[config.mk]
export PLATFORM = sky130hd
export DESIGN_NAME = trip_auto_recovery
export DESIGN_NICKNAME = d
export VERILOG_FILES = /design/src/core/trip_recovery_pkg.sv /design/src/core/sec_tick_if.sv /design/src/core/sec_prescaler.sv /design/src/core/trip_auto_recovery.sv
export SDC_FILE = /design/constraint.sdc
export NUM_CORES = 1
export LEC_CHECK = 0
export BUFFER_PORTS_ARGS = -buffer_cell sky130_fd_sc_hd__buf_4
export CAP_MARGIN = 20
export CORE_AREA = 2 2 188 190
export CTS_CLUSTER_DIAMETER = 80
export DETAILED_ROUTE_END_ITERATION = 10
export DIE_AREA = 0 0 190 192
export GPL_TIMING_DRIVEN = 0
export PLACE_DENSITY = 0.45
export REMOVE_ABC_BUFFERS = 1
export SLEW_MARGIN = 20
export SYNTH_ARGS = -nofsm -noshare
export SYNTH_HDL_FRONTEND = slang
export SYNTH_SLANG_ARGS = --single-unit
[constraint.sdc]
create_clock -name clk -period 2.8 [get_ports clk]
set_clock_uncertainty 0.15 [all_clocks]
set_input_delay 0.28 -clock clk [delete_from_list [all_inputs] [get_ports clk]]
set_output_delay 0.28 -clock clk [all_outputs]
set_load 0.02 [all_outputs]
[src/core/trip_recovery_pkg.sv]
// shared constants and types for the trip auto-recovery controller
package trip_recovery_pkg;
   // register bus geometry
   localparam int          ADDR_W          = 8;
   localparam int          DATA_W          = 32;
   // register byte offsets
   localparam logic [7:0]  CTRL_OFS        = 8'h00;
   localparam logic [7:0]  MAX_OFS         = 8'h04;
   localparam logic [7:0]  CAUSE_OFS       = 8'h08;
   localparam logic [7:0]  FIRST_OFS       = 8'h0C;
   localparam logic [7:0]  LATER_OFS       = 8'h10;
   localparam logic [7:0]  STATUS_OFS      = 8'h14;
   localparam logic [7:0]  LEFT_OFS        = 8'h18;
   localparam logic [7:0]  COUNT_OFS       = 8'h1C;
   // control register fields
   localparam int          CTRL_EN_BIT     = 0;
   localparam int          CTRL_MODE_LSB   = 1;
   // status register fields
   localparam int          ST_ACTIVE_BIT   = 0;
   localparam int          ST_PEND_BIT     = 1;
   localparam int          ST_SELFDIS_BIT  = 2;
   localparam int          ST_FAULTED_BIT  = 3;
   localparam int          ST_FLASH_BIT    = 4;
   // field widths
   localparam int          CAUSE_W         = 5;
   localparam int          ATT_W           = 8;
   localparam int          SECS_W          = 16;
   // reset values
   localparam logic [1:0]  MODE_RST        = 2'h0;
   localparam logic [7:0]  MAX_RST         = 8'h05;
   localparam logic [31:0] CAUSE_RST       = 32'h0000_0000;
   localparam logic [15:0] FIRST_RST       = 16'h000A;
   localparam logic [15:0] LATER_RST       = 16'h001E;
   // sequencing control word value that asks for run
   localparam logic [3:0]  RUN_WORD        = 4'hF;
   // timing
   localparam int          CLK_HZ          = 10_000_000;
   localparam int          TICK_CYCLES     = CLK_HZ;        // one second of clock cycles
   localparam int          TRIP_FREE_MIN   = 5;
   localparam logic [15:0] TRIP_FREE_SECS  = 16'(TRIP_FREE_MIN * 60);
   // recovery modes
   typedef enum logic [1:0] {MODE_RESET = 2'h0, MODE_RESTART = 2'h1,
                             MODE_START = 2'h2} mode_t;
   // controller states
   typedef enum logic [1:0] {ST_IDLE, ST_WAIT_CLEAR, ST_DELAY, ST_SELF_DIS} state_t;
endpackage

[src/core/sec_tick_if.sv]
// seconds tick carrier between the controller and its prescaler
`timescale 1ns/10ps
interface sec_tick_if;
   logic tick;      // one-cycle pulse per second
   logic restart;   // restarts the second from zero
   modport source (output tick, input restart);
   modport sink   (input tick, output restart);
endinterface

[src/core/sec_prescaler.sv]
// prescaler that makes a one-cycle seconds tick from the system clock
`timescale 1ns/10ps
module sec_prescaler
#(
   parameter int TICK_CYCLES = 10_000_000
)
(
   // clock and reset
   input  wire logic   clk,
   input  wire logic   rst_n,
   // tick carrier
   sec_tick_if.source  tk
);
   localparam int     CNT_W = $clog2(TICK_CYCLES + 1);
   localparam logic [CNT_W-1:0] LAST = CNT_W'(TICK_CYCLES - 1);

   logic [CNT_W-1:0]  cnt_q;
   logic [CNT_W-1:0]  cnt_d;
   logic              tick_q;
   logic              tick_d;

   // next count: wrap at one second, restart on request
   always_comb
   begin
      cnt_d  = cnt_q + CNT_W'(1);
      tick_d = 1'b0;
      if (tk.restart)
      begin
         cnt_d = '0;
      end
      else if (cnt_q == LAST)
      begin
         cnt_d  = '0;
         tick_d = 1'b1;
      end
   end

   // count registers
   always_ff @(posedge clk)
   begin
      if (!rst_n)
      begin
         cnt_q  <= '0;
         tick_q <= 1'b0;
      end
      else
      begin
         cnt_q  <= cnt_d;
         tick_q <= tick_d;
      end
   end

   assign tk.tick = tick_q;
endmodule // sec_prescaler

[src/core/trip_auto_recovery.sv]
// trip auto-recovery controller with its register port
//
// Contract
// - only selected trip causes start recovery
// - clearing enable disables unit in any state
// - mode 0 resets fault at once, no restart
// - faulted clears after trips inactive and cleared
// - mode 1 delays, then resets and restarts
// - mode 1 no restart if stopped or run dropped
// - mode 1 without restart behaves as mode 0
// - mode 2 starts motor when control word runs
// - pending set when restart will be attempted
// - pending means reset and restart after delay
// - each restart attempt decrements attempts left
// - zero attempts left makes trip self-disable
// - attempts reload after 5 minutes or reset
// - countdown shows delay, starts when trips clear
// - self-disabled until fault cleared otherwise
// - enable low then high leaves self-disable
// - active set when a selected trip occurs
// - run key flashes while restart pending
// - indicators clear on completion or disable
// - first delay when attempts full, else later
//
// Added by the designer: the address map and the plain strobed port.
`timescale 1ns/10ps
module trip_auto_recovery
   import trip_recovery_pkg::*;
#(
   parameter int TICK_CYCLES = trip_recovery_pkg::TICK_CYCLES
)
(
   // clock and reset
   input  wire logic                               clk,
   input  wire logic                               rst_n,
   // register port
   input  wire logic [trip_recovery_pkg::ADDR_W-1:0] reg_addr,
   input  wire logic [trip_recovery_pkg::DATA_W-1:0] reg_wdata,
   input  wire logic                               reg_wr,
   input  wire logic                               reg_rd,
   output logic      [trip_recovery_pkg::DATA_W-1:0] reg_rdata,
   // trip detection
   input  wire logic                               trip_event,
   input  wire logic [trip_recovery_pkg::CAUSE_W-1:0] trip_cause,
   input  wire logic                               trips_active,
   // sequencing
   input  wire logic                               motor_running,
   input  wire logic                               run_request,
   input  wire logic [3:0]                         control_word,
   input  wire logic                               manual_fault_reset,
   input  wire logic                               keypad_stop,
   output logic                                    fault_reset_req,
   output logic                                    restart_req,
   output logic                                    drive_faulted,
   // indicators
   output logic                                    recovery_active_flag,
   output logic                                    restart_pending_flag,
   output logic                                    run_key_flash,
   output logic      [trip_recovery_pkg::ATT_W-1:0] attempts_left,
   output logic      [trip_recovery_pkg::SECS_W-1:0] delay_countdown
);
   import trip_recovery_pkg::*;

   sec_tick_if tk ();

   // settings
   logic                recovery_enable_q, recovery_enable_d;
   logic [1:0]          recovery_mode_q, recovery_mode_d;
   logic [ATT_W-1:0]    max_attempts_q, max_attempts_d;
   logic [31:0]         trip_cause_select_q, trip_cause_select_d;
   logic [SECS_W-1:0]   first_delay_secs_q, first_delay_secs_d;
   logic [SECS_W-1:0]   later_delay_secs_q, later_delay_secs_d;
   logic [DATA_W-1:0]   rdata_q, rdata_d;
   // recovery state
   state_t              state_q, state_d;
   logic                plan_q, plan_d;        // restart will be attempted
   logic [ATT_W-1:0]    left_q, left_d;
   logic [SECS_W-1:0]   count_q, count_d;
   logic [SECS_W-1:0]   free_q, free_d;        // trip-free seconds
   logic                faulted_q, faulted_d;
   logic                flash_q, flash_d;
   logic                freset_q, freset_d;
   logic                restart_q, restart_d;
   logic                tick_restart;
   logic                selected;
   logic                run_ok;
   logic                pending;

   sec_prescaler #(.TICK_CYCLES(TICK_CYCLES)) u_prescaler
   (
      .clk   (clk),
      .rst_n (rst_n),
      .tk    (tk.source)
   );

   assign selected = trip_event && trip_cause_select_q[trip_cause];
   assign run_ok   = (control_word == RUN_WORD);
   assign pending  = plan_q && (state_q == ST_WAIT_CLEAR || state_q == ST_DELAY);
   assign tk.restart = tick_restart;

   // register writes
   always_comb
   begin
      recovery_enable_d   = recovery_enable_q;
      recovery_mode_d     = recovery_mode_q;
      max_attempts_d      = max_attempts_q;
      trip_cause_select_d = trip_cause_select_q;
      first_delay_secs_d  = first_delay_secs_q;
      later_delay_secs_d  = later_delay_secs_q;
      if (reg_wr)
      begin
         case (reg_addr)
            CTRL_OFS:
            begin
               recovery_enable_d = reg_wdata[CTRL_EN_BIT];
               recovery_mode_d   = reg_wdata[CTRL_MODE_LSB +: 2];
            end
            MAX_OFS:   max_attempts_d      = reg_wdata[ATT_W-1:0];
            CAUSE_OFS: trip_cause_select_d = reg_wdata;
            FIRST_OFS: first_delay_secs_d  = reg_wdata[SECS_W-1:0];
            LATER_OFS: later_delay_secs_d  = reg_wdata[SECS_W-1:0];
            default:   ;
         endcase
      end
   end

   // register reads, answered the cycle after the strobe; unmapped reads zero
   always_comb
   begin
      rdata_d = '0;
      if (reg_rd)
      begin
         case (reg_addr)
            CTRL_OFS:
            begin
               rdata_d[CTRL_EN_BIT]          = recovery_enable_q;
               rdata_d[CTRL_MODE_LSB +: 2]   = recovery_mode_q;
            end
            MAX_OFS:    rdata_d[ATT_W-1:0]  = max_attempts_q;
            CAUSE_OFS:  rdata_d             = trip_cause_select_q;
            FIRST_OFS:  rdata_d[SECS_W-1:0] = first_delay_secs_q;
            LATER_OFS:  rdata_d[SECS_W-1:0] = later_delay_secs_q;
            STATUS_OFS:
            begin
               rdata_d[ST_ACTIVE_BIT]  = recovery_active_flag;
               rdata_d[ST_PEND_BIT]    = pending;
               rdata_d[ST_SELFDIS_BIT] = (state_q == ST_SELF_DIS);
               rdata_d[ST_FAULTED_BIT] = faulted_q;
               rdata_d[ST_FLASH_BIT]   = flash_q;
            end
            LEFT_OFS:   rdata_d[ATT_W-1:0]  = left_q;
            COUNT_OFS:  rdata_d[SECS_W-1:0] = count_q;
            default:    rdata_d = '0;
         endcase
      end
   end

   // recovery sequence
   always_comb
   begin
      state_d      = state_q;
      plan_d       = plan_q;
      left_d       = left_q;
      count_d      = count_q;
      freset_d     = 1'b0;
      restart_d    = 1'b0;
      tick_restart = 1'b0;
      case (state_q)
         ST_IDLE:
         begin
            count_d = '0;
            plan_d  = 1'b0;
            if (selected)
            begin
               if (left_q == '0)
               begin
                  state_d = ST_SELF_DIS;
               end
               else
               begin
                  state_d = ST_WAIT_CLEAR;
                  case (recovery_mode_q)
                     MODE_RESTART: plan_d = motor_running && run_request;
                     MODE_START:   plan_d = 1'b1;
                     default:      plan_d = 1'b0;
                  endcase
               end
            end
         end
         ST_WAIT_CLEAR:
         begin
            if (recovery_mode_q == MODE_RESTART && !run_request)
            begin
               plan_d = 1'b0;
            end
            if (!trips_active)
            begin
               if (plan_d)
               begin
                  state_d      = ST_DELAY;
                  tick_restart = 1'b1;
                  count_d      = (left_q == max_attempts_q) ?
                                 first_delay_secs_q : later_delay_secs_q;
               end
               else
               begin
                  freset_d = 1'b1;
                  state_d  = ST_IDLE;
               end
            end
         end
         ST_DELAY:
         begin
            if (recovery_mode_q == MODE_RESTART && !run_request)
            begin
               plan_d = 1'b0;
            end
            if (trips_active)
            begin
               state_d = ST_WAIT_CLEAR;
               count_d = '0;
            end
            else if (!plan_d)
            begin
               freset_d = 1'b1;
               state_d  = ST_IDLE;
               count_d  = '0;
            end
            else if (count_q == '0)
            begin
               freset_d  = 1'b1;
               restart_d = (recovery_mode_q != MODE_START) || run_ok;
               left_d    = left_q - ATT_W'(1);
               state_d   = ST_IDLE;
            end
            else if (tk.tick)
            begin
               count_d = count_q - SECS_W'(1);
            end
         end
         ST_SELF_DIS:
         begin
            plan_d = 1'b0;
            if (manual_fault_reset || keypad_stop)
            begin
               state_d = ST_IDLE;
            end
         end
         default:
         begin
            state_d = ST_IDLE;
         end
      endcase
      // trip-free time or an outside reset refills the attempts
      if (manual_fault_reset || (free_q >= TRIP_FREE_SECS))
      begin
         left_d = max_attempts_q;
      end
      // disabling overrides state, plan, countdown and requests and clears the indicators; attempts left still update
      if (!recovery_enable_q)
      begin
         state_d   = ST_IDLE;
         plan_d    = 1'b0;
         count_d   = '0;
         freset_d  = 1'b0;
         restart_d = 1'b0;
      end
   end

   // trip-free timer, faulted bit and run-key flashing
   always_comb
   begin
      free_d    = free_q;
      faulted_d = faulted_q;
      flash_d   = 1'b0;
      if (trip_event || trips_active || faulted_q)
      begin
         free_d = '0;
      end
      else if (tk.tick && free_q < TRIP_FREE_SECS)
      begin
         free_d = free_q + SECS_W'(1);
      end
      // cleared only with trips inactive and a reset taken; a new trip wins
      if ((freset_q || manual_fault_reset || keypad_stop) && !trips_active)
      begin
         faulted_d = 1'b0;
      end
      if (trip_event)
      begin
         faulted_d = 1'b1;
      end
      if (pending)
      begin
         flash_d = tk.tick ? !flash_q : flash_q;
      end
   end

   // registers
   always_ff @(posedge clk)
   begin
      if (!rst_n)
      begin
         recovery_enable_q   <= 1'b0;
         recovery_mode_q     <= MODE_RST;
         max_attempts_q      <= MAX_RST;
         trip_cause_select_q <= CAUSE_RST;
         first_delay_secs_q  <= FIRST_RST;
         later_delay_secs_q  <= LATER_RST;
         rdata_q             <= '0;
         state_q             <= ST_IDLE;
         plan_q              <= 1'b0;
         left_q              <= MAX_RST;
         count_q             <= '0;
         free_q              <= '0;
         faulted_q           <= 1'b0;
         flash_q             <= 1'b0;
         freset_q            <= 1'b0;
         restart_q           <= 1'b0;
      end
      else
      begin
         recovery_enable_q   <= recovery_enable_d;
         recovery_mode_q     <= recovery_mode_d;
         max_attempts_q      <= max_attempts_d;
         trip_cause_select_q <= trip_cause_select_d;
         first_delay_secs_q  <= first_delay_secs_d;
         later_delay_secs_q  <= later_delay_secs_d;
         rdata_q             <= rdata_d;
         state_q             <= state_d;
         plan_q              <= plan_d;
         left_q              <= left_d;
         count_q             <= count_d;
         free_q              <= free_d;
         faulted_q           <= faulted_d;
         flash_q             <= flash_d;
         freset_q            <= freset_d;
         restart_q           <= restart_d;
      end
   end

   // outputs
   assign reg_rdata            = rdata_q;
   assign fault_reset_req      = freset_q;
   assign restart_req          = restart_q;
   assign drive_faulted        = faulted_q;
   assign recovery_active_flag = (state_q == ST_WAIT_CLEAR) || (state_q == ST_DELAY);
   assign restart_pending_flag = pending;
   assign run_key_flash        = flash_q;
   assign attempts_left        = left_q;
   assign delay_countdown      = count_q;
endmodule // trip_auto_recovery

==> impl_results.md, run 1 <==
- Post-Synth XOR/XNOR Area: 4.640%
- R2R depth: 9
- Core area: 0.03429 sq mm
- Slew Limit Fails: 0
- Clock sinks: 179
- Peak supply drop: 0.0004117 V
- Global Route Usage Sum: 15.67%
- Worst R2R Start: delay_countdown[1]
- Final Hold Fails: 0
- Row cnt: 68
- Mapped Area: 0.008494 sq mm
- Setup ws final: 0.1721 ns
- Synth top area cells: dfxtp_1 42%, nand2_1 7.1%, a21boi_0 5.7%, mux2i_1 4.0%, nand3_1 2.9%
- Post-Syn Instances: 983
- Share of the synthesized area in the top cell type: 42.19%
- Register area: 0.003585 sq mm
- Netlist cell types: 61
- Critical Path Source Type: register
- Dominant cell type by area after synthesis: dfxtp_1
- Vias in the first global route: 7418
- Commonest non-fill, non-tap cell in the layout: dfxtp_1
- Min-delay src: control_word[2]
- CP Cell Sequence: inv_1, ha_1, or4b_4, nor4_4, buf_6, nand2_4, or4_4, xor2_1, a21oi_1
- Post-synthesis compound-gate area fraction: 16.95%
- Pwr Density: 512.2 mW/mm^2
- Area grow syn2layout: 30.11%
- Area share of fa/ha/maj cells after synthesis: 2.209%
- Worst-Margin Slew: 0.9992 ns
- Final number of setup-violating endpoints: 0
- Mean Syn Cell Area: 8.641 sq um
- Fillers: 3640
- WP data arrival: 2.85 ns
- Leakage Power: 3.986 nW
- Worst path required time: 3.02 ns
- Synth Area in Simple Gates: 22.96%
- Clk_lat worst skew: 0.45 ns
- Share of cells above drive strength 1: 19.45%
- Clk slew on worst S/H paths: 0.07 ns
- Main flop type after synthesis: dfxtp_1
- Initial antenna violation count: 1
- Unrepaired setup endpoints after global routing: false
- Post-synthesis sequential area ratio: 42.19%
- RR Endpoint: attempts_left[3]
- Achievable Freq: 0.3805 GHz
- Fin util: 32.23%
- Max Cap Viol: 0
- Pin count of the biggest net entering global routing: 95
- Post-route clock period utilization: 93.85%
- H-tree levels: 4
- Initial DRC count: 471
- Fin nets: 1192
- Via count: 7534
- # DRC: 0
- WS Path Type: register to register
- I/O Buffers: 120
- Yosys warnings: 0
- Total wire length: 28.12 mm
- WL per Instance: 17.73 microns
- CP top delay family: simple AND/OR/NAND/NOR gates
- Setup Slack @ Placement: -0.5235 ns
- Ports: 121
- WHS Path Cells: 3
- DR pass1 iterations: 5
- Most frequent cells in the layout: 178 x dfxtp_1, 159 x nand2_1, 128 x buf_4
- Status: complete, no violations
- Slew margin rel.: 33.14%
- CTS root buffer: clkbuf_16
- Die area: 0.03648 sq mm
- Grt total ovfl: 0
- Hold path endpoint: restart_req
- #FFs+latches synth: 179
- Vias per cell: 4.750
- CP bufs+invs: 2
- Post-synth EDFFs: 0
- Total CTS buffers: 17
- Diode count: 0
- Detailed placer's ending HPWL: 19.76 mm
- Inst Count DP: 1513
- Mux cell area share after synthesis: 7.453%
- Routability Congestion: 0.7756
- Wire length of the first global-routing pass: 43.97 mm
- Combined area of the multi-input logic cells: 0.004716 sq mm
- CP max-delay cell: or4b_4
- Initial core utilization: 24.77%
- Slowest cell delay on critical path: 0.48 ns
- CTS tree: built
- Final Critical Period: 2.628 ns
- Crit Path Max Fanout: 6
- Antenna-violating nets left: 0
- Post-synth ARST share: 0%
- Final std cells w/o fill: 1586
- Die height: 192 microns
- Reg2reg setup slack: 0.17 ns
- Tightest Hold Check Type: input pin to register
- Die width: 190 microns
- Clock Path Buffers: 2
- Main combinational cell family by area after synthesis: simple AND/OR/NAND/NOR gates
- Critical Path Sink Type: register
cell families after synthesis:
group / count (synthesis)
AOI/OAI and AO/OA: 208
xor gates and xnor gates: 45
adders and majority gates: 15
buffers and inverters: 79
DFF: 179
muxes: 55
and+or+nand+nor: 402
per-layer routing:
metal,share of wire (%),GRT usage (%),vias up
li1,-,-,3737
met1,50,22.16,3601
met2,45,24.44,171
met3,3.5,2.320,25
met4,1.6,4.979,0
met5,0,0,-
registers in the layout, indices dropped and copies added (netlist names), 8 cells and up:
signal               flops
reg_rdata               32
trip_cause_select_q     32
u_prescaler.cnt_q       24
delay_countdown         16
first_delay_secs_q      16
free_q                  16
later_delay_secs_q      16
attempts_left            8
max_attempts_q           8
worst register-to-register path, stage by stage (launching register included):
cell	delay, ns
dfxtp_2	0.36
inv_1	0.10
ha_1	0.16
or4b_4	0.48
nor4_4	0.29
buf_6	0.18
nand2_4	0.10
or4_4	0.45
xor2_1	0.15
a21oi_1	0.14
metrics by stage:
step | setup TNS (ns) | power [mW] | hold slack [ns] | cell area [sq um]
after CTS | 0 | 5.749 | 0.007368 | 10990
final | 0 | 5.660 | 0.02751 | 11050
after global routing | 0 | 5.887 | 0.009041 | 11050
after floorplan | -17.29 | 2.729 | 0.1919 | 8283
after global placement | -216.02 | 2.905 | 0.2943 | 9753
after detailed placement | -35.52 | 2.915 | 0.2940 | 9915
what timing repair did:
item,CTS,global route
setup buffers,3,3
resized for setup,10,6
setup endpoints to repair,27,99
hold buffers,35,0
pin swaps,3,3
endpoints found under the hold margin,75,0
cell usage after synthesis, drive strengths merged, types with 15 or more instances:
cell type and count:
nor2 64, nand4 15, inv 25, mux2 16
a21boi 64, clkbuf 44, mux2i 34, ha 15
a22oi 30, nand2 162, xnor2 26, a21oi 36
dfxtp 179, o21ai 27, and2 29, nor3 21
nand3 49, xor2 19
power breakdown:
group / leakage, nW / internal, mW / total (mW) / switching [mW]
registers: 1.44 / 2.55 / 2.57 / 0.0137
clock network: 0.329 / 1.65 / 2.77 / 1.12
logic: 2.21 / 0.162 / 0.327 / 0.166
layout make-up:
type,count,share of cell area [%]
Sequential cell,179,32.44
Inverter,25,0.8491
Tap cell,455,5.151
Clock buffer,19,4.098
Multi-Input combinational cell,725,42.67
Clock inverter,13,1.959
Timing Repair Buffer,170,12.84
worst max path at each step:
stage / end / slack, ns / cells past startpoint / startpoint
CTS: delay_countdown[15] / 0.0001 / 9 / delay_countdown[1]
finish: attempts_left[3] / 0.17 / 9 / delay_countdown[1]
detailed placement: later_delay_secs_q[1] / -0.52 / 7 / reg_addr[5]
global route: delay_countdown[11] / 0.06 / 7 / attempts_left[0]
global placement: first_delay_secs_q[1] / -3.37 / 7 / reg_addr[5]
floorplan: first_delay_secs_q[1] / -0.58 / 6 / reg_addr[5]
Note: power is estimated with default switching activity, not from simulation.
==> run 2: changes to the inputs <==
--- a/config.mk
+++ b/config.mk
@@ -7,12 +7,12 @@
 export LEC_CHECK = 0
 export BUFFER_PORTS_ARGS = -buffer_cell sky130_fd_sc_hd__buf_4
 export CAP_MARGIN = 20
-export CORE_AREA = 2 2 188 190
+export CORE_AREA = 2 2 128 130
 export CTS_CLUSTER_DIAMETER = 80
 export DETAILED_ROUTE_END_ITERATION = 10
-export DIE_AREA = 0 0 190 192
+export DIE_AREA = 0 0 130 132
 export GPL_TIMING_DRIVEN = 0
-export PLACE_DENSITY = 0.45
+export PLACE_DENSITY = 0.8
 export REMOVE_ABC_BUFFERS = 1
 export SLEW_MARGIN = 20
 export SYNTH_ARGS = -nofsm -noshare
==> run 2 against run 1 <==
  * Combinational power decreased by 4%
  * Clock-buffer cell count rose by 2
  * Critical endpoint unchanged
  * Largest cell class unchanged
  * Critical path depth unchanged
  * Design area down 3.9%
  * Sequential share of layout area rose by 1.3 points
  * Power is 4.6% lower
  * Highest routed layer unchanged
  * Largest power group is now registers
  * Die area shrank 53%
==> impl_results.md, run 2 (same netlist as run 1, synthesis figures left out) <==
- Clk slew on worst S/H paths: 0.07 ns
- Vias in the first global route: 7435
- Sequential power share: 47.5%
- Setup Slack @ Placement: -0.3358 ns
- Post-route clock period utilization: 95.20%
- H-tree levels: 4
- Clk_lat worst skew: 0.44 ns
- Clk pwr share: 46.6%
- Die area: 0.01716 sq mm
- Switching Fraction: 22.34%
- Ports: 121
- Net Switching: 1.207 mW
- Hold WS: 0.04950 ns
- Detailed placer's ending HPWL: 15.66 mm
- Total wire length: 23.81 mm
- Share of cells above drive strength 1: 18.81%
- I/O Buffers: 120
- Core area: 0.01571 sq mm
- Row cnt: 46
- Tightest Hold Check Type: input pin to register
- WS Path Type: register to register
- Global Route Usage Sum: 27.56%
- Most frequent cells in the layout: 178 x dfxtp_1, 160 x nand2_1, 127 x buf_4
- CTS tree: built
- Worst path required time: 2.93 ns
- Reg2reg setup slack: 0.13 ns
- Initial DRC count: 848
- Initial antenna violation count: 0
- Area grow syn2layout: 24.98%
- Critical Path Sink Type: register
- CP Cell Sequence: inv_1, ha_1, or4b_2, nor4_4, buf_6, nand2_4, or4_4, xor2_1, a21oi_1
- Routability Congestion: 0.9110
- CTS root buffer: clkbuf_16
- Achievable Freq: 0.3752 GHz
- Crit Path Max Fanout: 6
- Slew margin rel.: 34.08%
- Initial core utilization: 54.06%
- # DRC: 0
- Wire length of the first global-routing pass: 37.58 mm
- WL per Instance: 17.73 microns
- Die height: 132 microns
- Commonest non-fill, non-tap cell in the layout: dfxtp_1
- Pin count of the biggest net entering global routing: 95
- Gate power share: 5.8%
- Unrepaired setup endpoints after global routing: false
- WP data arrival: 2.80 ns
- Vias per cell: 5.828
- Fin nets: 1188
- Grt total ovfl: 0
- Setup ws final: 0.1345 ns
- Worst-Margin Slew: 0.9852 ns
- Die width: 130 microns
- Max Cap Viol: 0
- Peak supply drop: 0.0004521 V
- Slowest cell delay on critical path: 0.62 ns
- Final number of setup-violating endpoints: 0
- Clock Path Buffers: 2
- Final Hold Fails: 0
- Antenna-violating nets left: 0
- Via count: 7827
- Status: complete, no violations
- Total CTS buffers: 17
- CP max-delay cell: or4b_2
- Critical Path Source Type: register
- Leakage Power: 3.912 nW
- DR pass1 iterations: 6
- Slew Limit Fails: 0
- Pwr Density: 508.9 mW/mm^2
- Internal power: 4.195 mW
- Clock sinks: 179
- Final Critical Period: 2.666 ns
- Diode count: 0
==> run 2: changes by cell type in the layout (fill, tap and decap cells not counted), sizes merged <==
cell,before,now
inv,30,27
clkbuf,19,21
clkinv,3,4
bufinv,5,3
clkinvlp,0,2
dlygate4sd3,35,36
buf,135,130
==> run 2: cell type report <==
cell class / count / area (sq um)
well taps: 216 / 270.3
flip-flops and latches: 179 / 3585
clock inverters: 11 / 150.1
multi-input cells: 725 / 4700
inverters: 25 / 93.84
fillers: 1285 / 5096
repair buffers: 166 / 1348
clock buffers: 21 / 470.5
==> run 2: per-stage QoR <==
| stage | area, sq um | setup TNS, ns | cells | total power [mW] | util (%) |
|---|---|---|---|---|---|
| 5_1_grt | 10620 | 0 | 1343 | 5.527 | 67.57 |
| 3_5_place_dp | 9557 | -18.12 | 1271 | 2.894 | 60.82 |
| 2_1_floorplan | 8283 | -17.29 | 929 | 2.729 | - |
| 4_1_cts | 10600 | 0 | 1343 | 5.408 | 67.44 |
| 3_3_place_gp | 9454 | -153.96 | 1265 | 2.884 | 60.17 |
| 6_report | 10620 | 0 | 1343 | 5.402 | 67.57 |
==> run 2: repair_timing <==
action,4_1_cts,5_1_grt
pin swaps,1,1
gates resized for setup,8,5
hold buffers,36,0
buffers inserted,4,0
endpoints found under the hold margin,63,0
endpoints found under the setup margin,21,88
gates cloned,0,0
==> run 2: worst paths after layout <==
check                                           from              endpoint  cells past startpoint
worst max-delay path              delay_countdown[1]      attempts_left[3]                      9
worst min register to register  u_prescaler.cnt_q[0]  u_prescaler.cnt_q[0]                      1
worst min-delay path                          reg_rd          reg_rdata[6]                      3
worst max register to register    delay_countdown[1]      attempts_left[3]                      9
==> run 2: power by group through the flow <==
stage	Clock (mW)	Combinational [mW]	Sequential, mW
after global routing	2.62	0.335	2.57
after floorplan	0	0.101	2.63
final	2.52	0.315	2.57
after detailed placement	0	0.269	2.63
after CTS	2.53	0.309	2.57
after global placement	0	0.259	2.63
==> run 2: metal layers <==
layer	track usage [%]	vias to the layer above	part of all wire [%]
met3	5.438	64	7.4
met4	10.39	0	2.8
met1	36.92	3693	43
met5	0	-	0
li1	-	3732	-
met2	43.86	338	47
==> run 2: critical path: cells and delay by family, from the launching register on <==
kind	cells	cell delay (ns)
and+or+nand+nor	4	1.33
DFF	1	0.37
buffers and inverters	2	0.27
xor gates and xnor gates	1	0.16
adders and majority gates	1	0.15
AOI/OAI and AO/OA	1	0.08
==> run 3: changes to the inputs <==
--- a/config.mk
+++ b/config.mk
@@ -12,7 +12,8 @@
 export DETAILED_ROUTE_END_ITERATION = 10
 export DIE_AREA = 0 0 130 132
 export GPL_TIMING_DRIVEN = 0
-export PLACE_DENSITY = 0.8
+export PLACE_DENSITY_LB_ADDON = 0.25
+export RECOVER_POWER = 100
 export REMOVE_ABC_BUFFERS = 1
 export SLEW_MARGIN = 20
 export SYNTH_ARGS = -nofsm -noshare
==> run 3 against run 2 <==
  * Worst setup slack lost 0.016 ns
  * Clock power fell by 9.5%
  * Utilization down 1.8 points
  * Non-clock buffer count down 1
  * Sequential power about the same
  * First-iteration DRC count decreased by 11%
  * Sequential cell count did not move
  * Sequential share of layout area rose by 0.95 points
  * Die area did not move
  * Largest cell class unchanged
  * Largest power group unchanged
==> impl_results.md, run 3 (same netlist as run 1, synthesis figures left out) <==
- Status: complete, no violations
- Clock sinks: 179
- Achievable Freq: 0.3729 GHz
- Met2 Track Usage GR: 43.08%
- DR pass1 iterations: 5
- Leakage Power: 3.612 nW
- Total CTS buffers: 17
- Tot Pwr: 5.160 mW
- Diode count: 0
- Die area: 0.01716 sq mm
- # DRC: 0
- R2R depth: 9
- Tightest Hold Check Type: input pin to register
- Most crowded layer after global routing: met2
- Slew margin rel.: 25.93%
- Grt total ovfl: 0
- Global Route Usage Sum: 27.64%
- Critical Path Sink Type: register
- Worst path required time: 3.00 ns
- WHS Path Cells: 3
- WS Path Type: register to register
- Initial core utilization: 54.06%
- I/O Buffers: 120
- WL per Instance: 17.84 microns
- Clock Path Buffers: 2
- H-tree levels: 4
- Commonest non-fill, non-tap cell in the layout: dfxtp_1
- Die width: 130 microns
- Core area: 0.01571 sq mm
- Vias per cell: 5.765
- Initial DRC count: 755
- Pwr Density: 499.7 mW/mm^2
- Detailed placer's ending HPWL: 15.78 mm
- Clk_lat worst skew: 0.43 ns
- Worst-Margin Slew: 1.104 ns
- Min-delay src: control_word[1]
- CTS tree: built
- Slew Limit Fails: 0
- Vias in the first global route: 7271
- CTS root buffer: clkbuf_16
- Peak supply drop: 0.0004127 V
- Setup ws final: 0.1186 ns
- Share of cells above drive strength 1: 13.16%
- Ports: 121
- Setup Slack @ Placement: -0.3886 ns
- Max Cap Viol: 0
- Via count: 7731
- Final Critical Period: 2.681 ns
- Met3 Usage GRT: 5.154%
- Die height: 132 microns
- Row cnt: 46
- Final number of setup-violating endpoints: 0
- Total wire length: 23.93 mm
- Wire length of the first global-routing pass: 37.57 mm
- Critical Path Source Type: register
- Final Hold Fails: 0
- Unrepaired setup endpoints after global routing: false
- WP data arrival: 2.88 ns
- Met1 Use GR: 39.02%
- Antenna-violating nets left: 0
- Initial antenna violation count: 0
- Reg2reg setup slack: 0.12 ns
- Routability Congestion: 0.8895
- Pin count of the biggest net entering global routing: 95
- Area grow syn2layout: 21.56%
- Post-route clock period utilization: 95.76%
- Most frequent cells in the layout: 178 x dfxtp_1, 159 x nand2_1, 64 x a21boi_0
- Fin nets: 1187
- Crit Path Max Fanout: 7
- Clk slew on worst S/H paths: 0.07 ns
- RR Endpoint: attempts_left[4]
- Worst R2R Start: delay_countdown[1]
- Hold path endpoint: restart_req
## run 3: cell count changes in the layout (fill, tap and decap cells not counted), sizes merged
cell and delta:
buf -62, bufinv -2, clkbuf +61, clkinv +2
clkinvlp +2, dlygate4sd3 -2, inv -1
## run 3: routing by layer
layer	wire [microns]	share of wire, %
met5	0	0
met2	11140	47
met4	378	1.6
met3	1663	7.0
met1	10740	45
## run 3: layout make-up
class	instances	area, sq um
fillers	1378	5386
multi-input cells	725	4705
flip-flops and latches	179	3585
repair buffers	165	1120
clock buffers	19	442.9
well taps	216	270.3
clock inverters	12	110.1
inverters	25	93.84
## run 3: critical path: stages, from the launching register on
cell,delay (ns)
dfxtp_2,0.36
inv_1,0.11
ha_1,0.16
or4b_4,0.47
nor4_4,0.29
buf_6,0.19
nand3_2,0.13
or3_4,0.42
xor2_2,0.16
a21oi_1,0.17
## run 3: worst max path at each step
stage	cells after the start	slack, ns	start	end
global placement	7	-2.84	reg_addr[5]	first_delay_secs_q[3]
global route	9	0.007	delay_countdown[1]	attempts_left[4]
floorplan	6	-0.58	reg_addr[5]	first_delay_secs_q[1]
CTS	6	0.01	reg_addr[5]	reg_rdata[13]
detailed placement	6	-0.39	reg_addr[5]	reg_rdata[13]
finish	9	0.12	delay_countdown[1]	attempts_left[4]
## run 3: metrics by stage
step                      hold WS, ns  instance area [sq um]  utilization, %  TNS (ns)  cells
after floorplan                0.1919                   8283               -    -17.29    929
after global placement         0.2939                   9454           60.17   -169.53   1265
after detailed placement       0.2951                   9568           60.89    -24.21   1271
after CTS                    0.001385                  10530           66.99         0   1338
after global routing          0.02444                  10330           65.72         0   1341
final                         0.01818                  10330           65.72         0   1341
## run 3: what timing repair did
| action | 4_1_cts | 5_1_grt |
|---|---|---|
| endpoints found under the hold margin | 57 | 0 |
| buffers inserted | 2 | 3 |
| pin swaps | 2 | 2 |
| hold buffers | 34 | 0 |
| resized for setup | 12 | 6 |
| setup endpoints to repair | 21 | 82 |
## run 3: where the power goes
group	internal, mW	switching (mW)
clock network	1.24	1.03
registers	2.55	0.0134
logic	0.156	0.157
total	3.95	1.21
